### src/pkg/sqrt_pkg.sv
// constants and types for the serial query response timing block
`default_nettype none
package sqrt_pkg;
	localparam int unsigned CLK_HZ = 25_000_000;
	localparam int unsigned CLK_NS = 40;
	// character length in bits for rtu framing (start, 8 data, parity, stop)
	localparam int unsigned CHAR_BITS = 11;
	// silent interval is three and a half characters, so seven half characters
	localparam int unsigned SILENT_HALF_CHARS = 7;
	localparam int unsigned STATUS_MAX_MS = 4;
	localparam int unsigned CONFIG_MAX_MS = 1000;
	localparam int unsigned STATUS_MAX_CYC = STATUS_MAX_MS * (CLK_HZ / 1000);
	localparam int unsigned CONFIG_MAX_CYC = CONFIG_MAX_MS * (CLK_HZ / 1000);
	localparam int unsigned TX_WAIT_DEF_CYC = 25;
	localparam int unsigned PROC_DEF_CYC = 50;
	localparam int unsigned TIMEOUT_DEF_CYC = 25_000_000;
	localparam int unsigned BIT_CYC_DEF = 40;
	localparam int unsigned ERR_LIMIT_DEF = 3;
	localparam int unsigned CNT_W = 32;
	localparam logic [7:0] ERR_CODE_LINK = 8'h84;
	localparam logic [7:0] ERR_CODE_TIMEOUT = 8'h85;
	// query classes decoded upstream
	typedef enum logic [2:0] {
		SQRT_Q_READ,
		SQRT_Q_START,
		SQRT_Q_STOP,
		SQRT_Q_SPEED,
		SQRT_Q_REMOTE_OUT,
		SQRT_Q_CONFIG
	} sqrt_query_e;
	typedef enum logic [2:0] {
		SQRT_IDLE,
		SQRT_SILENT,
		SQRT_TXWAIT,
		SQRT_PROC,
		SQRT_RESPOND,
		SQRT_CFG_BUSY
	} sqrt_state_e;
endpackage
`default_nettype wire

### src/core/sqrt_query_timing.sv
// query to response timing, status update, busy and link fault supervision
`default_nettype none
// Overview of operation
// response begins after transmit wait, silent interval and processing time elapse
// start and remote output queries update status within silent interval plus 4 ms
// configuration work completes within processing plus 1 s, busy shown meanwhile
// master waits for busy to clear before its next query after configuration
// stop query picks deceleration from the stored stop action setting
// speed change and stop settle time follows the commanded speed, not a delay
// one link error warns, good frame clears it, consecutive errors raise fault
// no traffic within the configured timeout raises a timeout fault
// silent interval equals three and a half character times at the bit rate
module sqrt_query_timing
	import sqrt_pkg::*;
#(
	parameter int unsigned TIMEOUT_CYC = TIMEOUT_DEF_CYC,
	parameter int unsigned CONFIG_CYC = CONFIG_MAX_CYC
) (
	input wire logic ref_clk_i,
	input wire logic sys_rst_i,
	input wire logic [15:0] bit_cyc_i,
	input wire logic [15:0] tx_wait_cyc_i,
	input wire logic [15:0] proc_cyc_i,
	input wire logic [7:0] err_limit_i,
	input wire logic [1:0] stop_action_i,
	input wire logic [15:0] cmd_speed_i,
	input wire logic [15:0] cfg_work_cyc_i,
	input wire logic query_done_i,
	input wire logic [2:0] query_kind_i,
	input wire logic frame_err_i,
	output logic resp_start_o,
	output logic status_upd_o,
	output logic [1:0] decel_mode_o,
	output logic [15:0] settle_cyc_o,
	output logic busy_o,
	output logic caution_output_o,
	output logic fault_output_o,
	output logic [7:0] fault_code_o
);
	sqrt_state_e state_q;
	sqrt_query_e kind_q;
	logic [CNT_W-1:0] cnt_q;
	logic [CNT_W-1:0] silent_cyc;
	logic [CNT_W-1:0] since_end_q;
	logic [CNT_W-1:0] idle_q;
	logic [7:0] err_run_q;
	logic status_pending_q;

	// three and a half characters counted in half characters
	function automatic logic [CNT_W-1:0] silent_len(input logic [15:0] bit_cyc);
		silent_len = CNT_W'((32'(bit_cyc) * CHAR_BITS * SILENT_HALF_CHARS) >> 1);
	endfunction

	assign silent_cyc = silent_len(bit_cyc_i);

	// response sequencer; a query arriving while busy is ignored, master must wait
	always_ff @(posedge ref_clk_i) begin
		if (sys_rst_i) begin
			state_q <= SQRT_IDLE;
			kind_q <= SQRT_Q_READ;
			cnt_q <= '0;
		end else begin
			case (state_q)
				SQRT_IDLE: begin
					if (query_done_i && !frame_err_i) begin
						kind_q <= sqrt_query_e'(query_kind_i);
						cnt_q <= '0;
						state_q <= SQRT_TXWAIT;
					end
				end
				SQRT_TXWAIT: begin
					cnt_q <= cnt_q + 1'b1;
					if (cnt_q + 1'b1 >= CNT_W'(tx_wait_cyc_i)) begin
						cnt_q <= '0;
						state_q <= SQRT_SILENT;
					end
				end
				SQRT_SILENT: begin
					cnt_q <= cnt_q + 1'b1;
					if (cnt_q + 1'b1 >= silent_cyc) begin
						cnt_q <= '0;
						state_q <= SQRT_PROC;
					end
				end
				SQRT_PROC: begin
					cnt_q <= cnt_q + 1'b1;
					if (cnt_q + 1'b1 >= CNT_W'(proc_cyc_i)) begin
						cnt_q <= '0;
						state_q <= SQRT_RESPOND;
					end
				end
				SQRT_RESPOND: begin
					state_q <= (kind_q == SQRT_Q_CONFIG) ? SQRT_CFG_BUSY : SQRT_IDLE;
				end
				SQRT_CFG_BUSY: begin
					// work length capped so it never passes the documented bound
					cnt_q <= cnt_q + 1'b1;
					if (cnt_q + 1'b1 >= CNT_W'(cfg_work_cyc_i) ||
						cnt_q + 1'b1 >= CNT_W'(CONFIG_CYC)) begin
						cnt_q <= '0;
						state_q <= SQRT_IDLE;
					end
				end
				default: state_q <= SQRT_IDLE;
			endcase
		end
	end

	assign resp_start_o = (state_q == SQRT_RESPOND);
	assign busy_o = (state_q != SQRT_IDLE);

	// status update is issued once silent interval has passed, well inside the 4 ms bound
	always_ff @(posedge ref_clk_i) begin
		if (sys_rst_i) begin
			status_pending_q <= 1'b0;
			since_end_q <= '0;
			status_upd_o <= 1'b0;
		end else begin
			status_upd_o <= 1'b0;
			if (state_q == SQRT_IDLE && query_done_i && !frame_err_i &&
				(query_kind_i == 3'(SQRT_Q_START) || query_kind_i == 3'(SQRT_Q_REMOTE_OUT))) begin
				status_pending_q <= 1'b1;
				since_end_q <= '0;
			end else if (status_pending_q) begin
				since_end_q <= since_end_q + 1'b1;
				if (since_end_q + 1'b1 >= silent_cyc) begin
					status_pending_q <= 1'b0;
					status_upd_o <= 1'b1;
				end
			end
		end
	end

	// motion parameters captured at stop or speed query; settle scales with speed
	always_ff @(posedge ref_clk_i) begin
		if (sys_rst_i) begin
			decel_mode_o <= 2'h0;
			settle_cyc_o <= 16'h0000;
		end else if (state_q == SQRT_IDLE && query_done_i && !frame_err_i) begin
			if (query_kind_i == 3'(SQRT_Q_STOP)) begin
				decel_mode_o <= stop_action_i;
				settle_cyc_o <= cmd_speed_i;
			end else if (query_kind_i == 3'(SQRT_Q_SPEED)) begin
				settle_cyc_o <= cmd_speed_i;
			end
		end
	end

	// link error run counter; a good frame clears the warning but not a latched fault
	always_ff @(posedge ref_clk_i) begin
		if (sys_rst_i) begin
			err_run_q <= 8'h00;
			caution_output_o <= 1'b0;
		end else if (query_done_i) begin
			if (frame_err_i) begin
				caution_output_o <= 1'b1;
				if (err_run_q != 8'hff) begin
					err_run_q <= err_run_q + 8'h01;
				end
			end else begin
				caution_output_o <= 1'b0;
				err_run_q <= 8'h00;
			end
		end
	end

	// idle watchdog and fault latch; fault holds until reset since no clear exists
	always_ff @(posedge ref_clk_i) begin
		if (sys_rst_i) begin
			idle_q <= '0;
			fault_output_o <= 1'b0;
			fault_code_o <= 8'h00;
		end else begin
			idle_q <= query_done_i ? '0 : idle_q + ((idle_q < CNT_W'(TIMEOUT_CYC)) ? 1'b1 : 1'b0);
			if (!fault_output_o) begin
				if (query_done_i && frame_err_i && err_limit_i != 8'h00 &&
					err_run_q + 8'h01 >= err_limit_i) begin
					fault_output_o <= 1'b1;
					fault_code_o <= ERR_CODE_LINK;
				end else if (!query_done_i && idle_q + 1'b1 >= CNT_W'(TIMEOUT_CYC)) begin
					fault_output_o <= 1'b1;
					fault_code_o <= ERR_CODE_TIMEOUT;
				end
			end
		end
	end
endmodule
`default_nettype wire

### config.mk
export PLATFORM = sky130hd
export DESIGN_NAME = sqrt_query_timing
export DESIGN_NICKNAME = d
export VERILOG_FILES = /design/src/pkg/sqrt_pkg.sv /design/src/core/sqrt_query_timing.sv
export SDC_FILE = /design/constraint.sdc
export NUM_CORES = 1
export LEC_CHECK = 0
export BUFFER_PORTS_ARGS = -buffer_cell sky130_fd_sc_hd__clkbuf_2
export CORE_ASPECT_RATIO = 0.8
export CORE_MARGIN = 8
export CORE_UTILIZATION = 43
export DETAILED_ROUTE_END_ITERATION = 8
export PLACE_DENSITY = 0.66
export REMOVE_ABC_BUFFERS = 1
export SETUP_SLACK_MARGIN = 0.02
export SYNTH_ARGS = -nofsm -noshare
export SYNTH_HDL_FRONTEND = slang
export SYNTH_SLANG_ARGS = --single-unit
### constraint.sdc
create_clock -name ref_clk_i -period 10.9 [get_ports ref_clk_i]
set_clock_uncertainty 0.15 [all_clocks]
set_input_delay 1.09 -clock ref_clk_i [delete_from_list [all_inputs] [get_ports ref_clk_i]]
set_output_delay 1.09 -clock ref_clk_i [all_outputs]
set_load 0.02 [all_outputs]
==> flow_summary.json, run 1 <==
{
  "path_buf_inv": 1,
  "synth_fa_ha_area_frac": 0.2199,
  "yosysWarnings": 0,
  "power_density_nw_per_um2": 261.9,
  "p_leak_nw": 6.262,
  "cts_sinks": 134,
  "fmax_mhz": 117.9,
  "tns_ns": 0,
  "dr_total_vias": 10250,
  "antenna_found_initial": 0,
  "final_cell_mix": "ha_1 (167), inv_1 (161), nor2_1 (134), dfxtp_1 (134), clkbuf_2 (122)",
  "crit_fanout": 24,
  "grtUsageMet3": 0.03235,
  "ys.flop_type": "dfxtp_1",
  "die_w_um": 202.1,
  "antenna_cells": 0,
  "grt_usage": 0.1699,
  "globalplace.congestion": 0.8044,
  "die-area_um2": 33330,
  "hold_path_class": "flop to flop",
  "num_rows": 54,
  "synth-async-reset-ratio": 0,
  "drt-pass1-iter-count": 5,
  "ctsLongestPathBuffers": 2,
  "critPathTopFamily": "compound AO/OA/AOI/OAI gates",
  "grtUsageMet2": 0.2660,
  "cts_root_buffer": "clkbuf_16",
  "final_core_util": 0.4898,
  "dieHeight_um": 164.9,
  "synthesis.area_um2": 11920,
  "post_cts_buffers": 0,
  "worst_setup_path_end_kind": "flop",
  "maxCapViolCount": 0,
  "synth-simple-area-share": 0.2091,
  "status": "finished clean",
  "final-instance-count-excl-fill": 1947,
  "synthMuxAreaShare": 0.005986,
  "mostFrequentLayoutCell": "ha_1",
  "final_area_um2": 13340,
  "p_total_mw": 3.493,
  "dp.cells": 1915,
  "crit_slowest_cell": "o21ai_4",
  "worst_pin_slew_ns": 1.034,
  "grt_pass1_wl_mm": 47.67,
  "portBuffers": 122,
  "preCtsSetupSlack_ns": 2.102,
  "numCtsBuffers": 17,
  "period_share": 0.7783,
  "cp_data_required_time_ns": 11.06,
  "nNetsFinal": 1860,
  "syn_inst": 1477,
  "synth-compound-area-share": 0.1529,
  "crit_type": "input pin to flop",
  "start_util": 0.4376,
  "hold_viol_final": 0,
  "peakVddDrop_mv": 0.2523,
  "drive_gt1_frac": 0.1112,
  "drc": 0,
  "hold_ws_ns": 0.3034,
  "cts.hold.buffers_added": 0,
  "first_iter_violations": 576,
  "finalMaxSlewViolations": 0,
  "finalWirelength_mm": 28.42,
  "yosysUniqueCellTypes": 75,
  "ys_seq_area_frac": 0.2251,
  "htree_levels": 4,
  "clkLatencyLatePin_ns": 0.42,
  "cp_data_arrival_time_ns": 8.64,
  "dpl.hpwl_mm": 22.68,
  "synth-xor-area-share": 0.1151,
  "cp_slowest_stage_delay_ns": 0.58,
  "synth_top_family_by_area": "adder cells",
  "cts_tree": "yes",
  "use_met1": 0.2389,
  "post_dp_cell_area_um2": 12770,
  "fin_ws_ns": 2.417,
  "crit_path_start_kind": "input pin",
  "ys_ff_latch": 134,
  "synth_edf_count": 0,
  "setup_viol": 0,
  "fillers": 2617,
  "busiest_layer": "met2",
  "grt_max_degree": 61,
  "gr-total-overflow": 0,
  "clk_pin_slew_worst_paths_ns": 0.06,
  "cts_resized": 0,
  "grt_pass1_vias": 9796,
  "num_io_pins": 128,
  "relSlewSlack": 0.3055,
  "rsz0062_at_grt": "false",
  "fin_crit_ns": 8.483,
  "ant_nets": 0,
  "fp.coreArea_um2": 27230,
  "syn_to_final_growth_pct": 11.94,
  "syn_avg_cell_area_um2": 8.067,
  "wire_per_inst_um": 14.60,
  "vias_per_cell": 5.262
}
[layout make-up]
| class | count | area [µm²] | area share |
|---|---|---|---|
| multi-input combinational | 1132 | 8399 | 0.6297 |
| sequential | 134 | 2683 | 0.2011 |
| timing repair buffer | 124 | 625.6 | 0.04690 |
| inverter | 161 | 604.3 | 0.04531 |
| clock buffer | 22 | 484.2 | 0.03630 |
| tap | 364 | 455.4 | 0.03415 |
| clock inverter | 10 | 86.33 | 0.006473 |
[power breakdown]
group / internal, mW / switching, mW
combinational: 1.01 / 1.41
clock: 0.320 / 0.232
sequential: 0.500 / 0.0201
total: 1.83 / 1.66
[flip-flops by register name, summed over array words and instances, names as in the netlist]
register / flops
kind_q: 3
status_pending_q: 1
since_end_q: 32
settle_cyc_o: 16
status_upd_o: 1
fault_code_o: 2
fault_output_o: 1
decel_mode_o: 2
err_run_q: 8
idle_q: 32
caution_output_o: 1
cnt_q: 32
state_q: 3
[worst reg2reg max path, stage by stage (launching register included)]
cell	delay, ns
dfxtp_1	0.63
ha_1	0.30
nand3_2	0.11
or3_1	0.49
nor2_1	0.22
nand3_1	0.12
xnor2_1	0.60
ha_1	0.37
a21oi_1	0.15
nor2b_1	0.05
o21ai_0	0.13
nand2b_1	0.07
a221o_1	0.34
o2111ai_1	0.24
o211ai_2	0.17
o21ai_4	0.58
a2111oi_2	0.16
o31a_1	0.28
[routing by layer]
layer / vias to the layer above / share of wire
met3: 17 / 0.045
met2: 202 / 0.43
met1: 4735 / 0.51
met4: 0 / 0.012
met5: - / 0
li1: 5291 / -
[cells by family (layout without fill, tap and decap cells)]
| family | Yosys count | count (layout) |
|---|---|---|
| buffers and inverters | 215 | 317 |
| xor gates and xnor gates | 155 | 155 |
| adders and majority gates | 194 | 194 |
| and+or+nand+nor | 499 | 499 |
| AOI/OAI and AO/OA | 272 | 272 |
| DFF | 134 | 134 |
| muxes | 7 | 7 |
| other | 1 | 5 |
[worst paths after layout]
kind / cells past startpoint / from / end / slack, ns
min: 2 / settle_cyc_o[14] / settle_cyc_o[14] / 0.30
max: 30 / bit_cyc_i[1] / state_q[0] / 2.42
max reg2reg: 17 / cnt_q[0] / state_q[0] / 5.63
min reg2reg: 2 / settle_cyc_o[14] / settle_cyc_o[14] / 0.30
[cells in the mapped netlist, types with 7 or more instances]
| cell type | n | area share |
|---|---|---|
| nor2_1 | 134 | 0.042 |
| xnor2_1 | 68 | 0.050 |
| o21a_1 | 9 | 0.0057 |
| o211ai_1 | 9 | 0.0057 |
| a21o_1 | 29 | 0.018 |
| a31oi_1 | 10 | 0.0053 |
| nor3b_1 | 8 | 0.0050 |
| dfxtp_1 | 134 | 0.23 |
| nor2b_1 | 7 | 0.0037 |
| and4_1 | 14 | 0.010 |
| and3_1 | 31 | 0.016 |
| nor3_1 | 23 | 0.0097 |
| clkbuf_1 | 38 | 0.012 |
| a32oi_1 | 16 | 0.012 |
| nand4_1 | 24 | 0.013 |
| ha_1 | 167 | 0.18 |
| xor2_1 | 86 | 0.063 |
| nand3_1 | 67 | 0.028 |
| o31ai_1 | 7 | 0.0044 |
| nand2b_1 | 12 | 0.0063 |
| inv_1 | 161 | 0.051 |
| or3_1 | 12 | 0.0063 |
| a211oi_1 | 10 | 0.0063 |
| nor4_1 | 11 | 0.0058 |
| buf_4 | 9 | 0.0057 |
| o21ai_0 | 41 | 0.017 |
| nand2_1 | 108 | 0.034 |
| a21oi_1 | 86 | 0.036 |
| fa_1 | 26 | 0.044 |
| o21bai_1 | 7 | 0.0044 |
| and2_1 | 27 | 0.014 |
(Power assumes the default switching activity.)
==> run 2, diff against run 1 <==
ABC_AREA = 1   (was default)
PLACE_DENSITY = 0.68   (was 0.66)
clock period = 7.5 ns   (was 10.9 ns; I/O delays follow)
==> flow_summary.json, run 2 <==
{
  "status": "finished clean",
  "globalplace.congestion": 0.9557,
  "synthTopCellsByArea": "dfxtp_1 (21%), ha_1 (16%), nand2_1 (14%)",
  "power_density_nw_per_um2": 389.5,
  "ys_ff_latch": 134,
  "crit_start": "bit_cyc_i[4]",
  "gr-total-overflow": 0,
  "path_buf_inv": 6,
  "synth-async-reset-ratio": 0,
  "synthMuxAreaShare": 0,
  "antenna_found_initial": 0,
  "synthesis.area_um2": 13060,
  "numCtsBuffers": 17,
  "cts_resized": 0,
  "num_io_pins": 128,
  "clkLatencyLatePin_ns": 0.43,
  "tns_ns": 0,
  "internal-power_mw": 2.883,
  "fin_crit_ns": 6.911,
  "p_total_mw": 5.757,
  "synth-simple-area-share": 0.2882,
  "reg2reg_from": "idle_q[7]",
  "worst_setup_path_end_kind": "flop",
  "post_cts_buffers": 0,
  "crit_slowest_cell": "fa_1",
  "fp.coreArea_um2": 30170,
  "p_clk_frac": 0.171,
  "dieHeight_um": 171.9,
  "synth_top_family_by_area": "simple AND/OR/NAND/NOR gates",
  "die_w_um": 210.9,
  "nNetsFinal": 2426,
  "ant_nets": 0,
  "peakVddDrop_mv": 0.3639,
  "relSlewSlack": 0.3614,
  "setup_viol": 0,
  "seqPwrFrac": 0.135,
  "cts_tree": "yes",
  "critPathTopFamily": "adder cells",
  "fin_ws_ns": 0.5886,
  "synth_top_area_share": 0.2054,
  "clk_pin_slew_worst_paths_ns": 0.06,
  "ys_seq_area_frac": 0.2054,
  "ys.flop_type": "dfxtp_1",
  "reg_top3": "cnt_q: 32 flops, idle_q: 32 flops, since_end_q: 32 flops",
  "num_rows": 57,
  "crit_path_start_kind": "input pin",
  "final_area_um2": 14780,
  "fmax_mhz": 144.7,
  "grt_max_degree": 48,
  "endpoint": "state_q[1]",
  "ctsLongestPathBuffers": 2,
  "hold_viol_final": 0,
  "die-area_um2": 36250,
  "post_dp_cell_area_um2": 14090,
  "drive_gt1_frac": 0.08655,
  "first_iter_violations": 932,
  "reg2reg_depth": 17,
  "cp_data_arrival_time_ns": 7.08,
  "dpl.hpwl_mm": 28.27,
  "wire_per_inst_um": 13.60,
  "crit_cells": 36,
  "rsz0062_at_grt": "false",
  "crit_fanout": 24,
  "cts_sinks": 134,
  "p_sw_frac": 0.4993,
  "portBuffers": 122,
  "yosysWarnings": 0,
  "syn_to_final_growth_pct": 13.17,
  "cts_root_buffer": "clkbuf_16",
  "cp_slowest_stage_delay_ns": 0.51,
  "vias_per_cell": 4.984,
  "preCtsSetupSlack_ns": 0.2081,
  "yosysUniqueCellTypes": 47,
  "grt_pass1_vias": 12220,
  "pwr-share-comb": 0.694,
  "grt_pass1_wl_mm": 58.40,
  "grt_usage": 0.1928,
  "synth_edf_count": 0,
  "finalWirelength_mm": 34.84,
  "antenna_cells": 0,
  "drc": 0,
  "cp_data_required_time_ns": 7.67,
  "worst_pin_slew_ns": 0.9520,
  "final_cell_mix": "nand2_1 (471), inv_1 (368), nor2_1 (224)",
  "maxCapViolCount": 0,
  "synth_fa_ha_area_frac": 0.1998,
  "drt-pass1-iter-count": 7,
  "finalMaxSlewViolations": 0,
  "syn_inst": 2016,
  "cts.hold.buffers_added": 0,
  "fillers": 3008,
  "p_leak_nw": 7.506,
  "start_util": 0.4330,
  "synth_common_cells": "nand2_1 (471), inv_1 (368), nor2_1 (224)",
  "cp_common_cell": "nand2_1",
  "hold_path_class": "flop to flop",
  "final_core_util": 0.4900,
  "crit_type": "input pin to flop",
  "r2r_setup_slack_ns": 3.40,
  "synth.most_common_cell": "nand2_1",
  "synth-compound-area-share": 0.1124,
  "syn_avg_cell_area_um2": 6.479,
  "htree_levels": 4,
  "mostFrequentLayoutCell": "nand2_1",
  "r2r-end": "idle_q[26]",
  "hold_depth": 2,
  "yosys.area.top_type": "dfxtp_1",
  "p_sw_mw": 2.874,
  "dr_total_vias": 12770,
  "synth-xor-area-share": 0.07375,
  "period_share": 0.9215
}
[run 2: cell types whose count changed after synthesis, sizes merged, moves of 36 or more]
cell,before,now
inv,161,371
xnor2,68,32
nand2,108,474
a21oi,86,150
nor2,134,233
nor3,24,66
[run 2: per-layer routing]
layer / up-vias / GRT usage / wire [µm]
li1: 6624 / - / -
met1: 5789 / 0.2571 / 16890
met2: 303 / 0.3168 / 15530
met3: 53 / 0.03225 / 1643
met4: 0 / 0.05893 / 772
met5: - / 0 / 0
[run 2: kinds of logic (layout without fill, tap and decap cells)]
group | after synthesis | after routing
other | 1 | 5
and+or+nand+nor | 899 | 899
adders and majority gates | 193 | 193
AOI/OAI and AO/OA | 271 | 271
DFF | 134 | 134
xor gates and xnor gates | 110 | 110
buffers and inverters | 408 | 537
[run 2: layout make-up]
| cell class | count | area (µm²) | share of cell area |
|---|---|---|---|
| clock buffer | 20 | 466.7 | 0.03157 |
| clock inverter | 12 | 221.5 | 0.01498 |
| inverter | 377 | 1415 | 0.09573 |
| multi-input combinational | 1478 | 8825 | 0.5970 |
| sequential | 134 | 2683 | 0.1815 |
| tap | 413 | 516.7 | 0.03496 |
| timing repair buffer | 128 | 655.6 | 0.04435 |
[run 2: how the worst min path moves through the flow]
| stage | from | endpoint |
|---|---|---|
| after floorplan | kind_q[2] | kind_q[2] |
| after global placement | fault_code_o[0] | fault_code_o[0] |
| after detailed placement | fault_code_o[0] | fault_code_o[0] |
| after CTS | fault_code_o[0] | fault_code_o[0] |
| after global routing | fault_code_o[0] | fault_code_o[0] |
| final | fault_code_o[0] | fault_code_o[0] |
[run 2: worst register-to-register path, cell delays in order (launching register included)]
cell	delay (ns)
dfxtp_1	0.36
nor3_1	0.20
nand3_1	0.11
a21oi_1	0.14
o41ai_1	0.08
a2111oi_0	0.67
ha_1	0.34
ha_1	0.16
inv_1	0.05
nor2_1	0.35
inv_1	0.11
nor2_1	0.10
inv_1	0.09
nor2_1	0.48
nand2_1	0.14
nor2_1	0.15
nand3_1	0.08
a211oi_1	0.23
[run 2: stage by stage]
step,std cells,hold slack [ns]
detailed placement,2530,0.2933
CTS,2562,0.3032
finish,2562,0.3051
global route,2562,0.3298
floorplan,1989,0.2843
global placement,2530,0.2913
[run 2: power by group through the flow]
stage | registers (mW) | clock network, mW | logic (mW)
2_1_floorplan | 0.792 | 0 | 3.10
3_3_place_gp | 0.791 | 0 | 3.84
3_5_place_dp | 0.791 | 0 | 3.96
4_1_cts | 0.776 | 0.998 | 4.00
5_1_grt | 0.782 | 1.03 | 4.64
6_report | 0.776 | 0.983 | 4.00
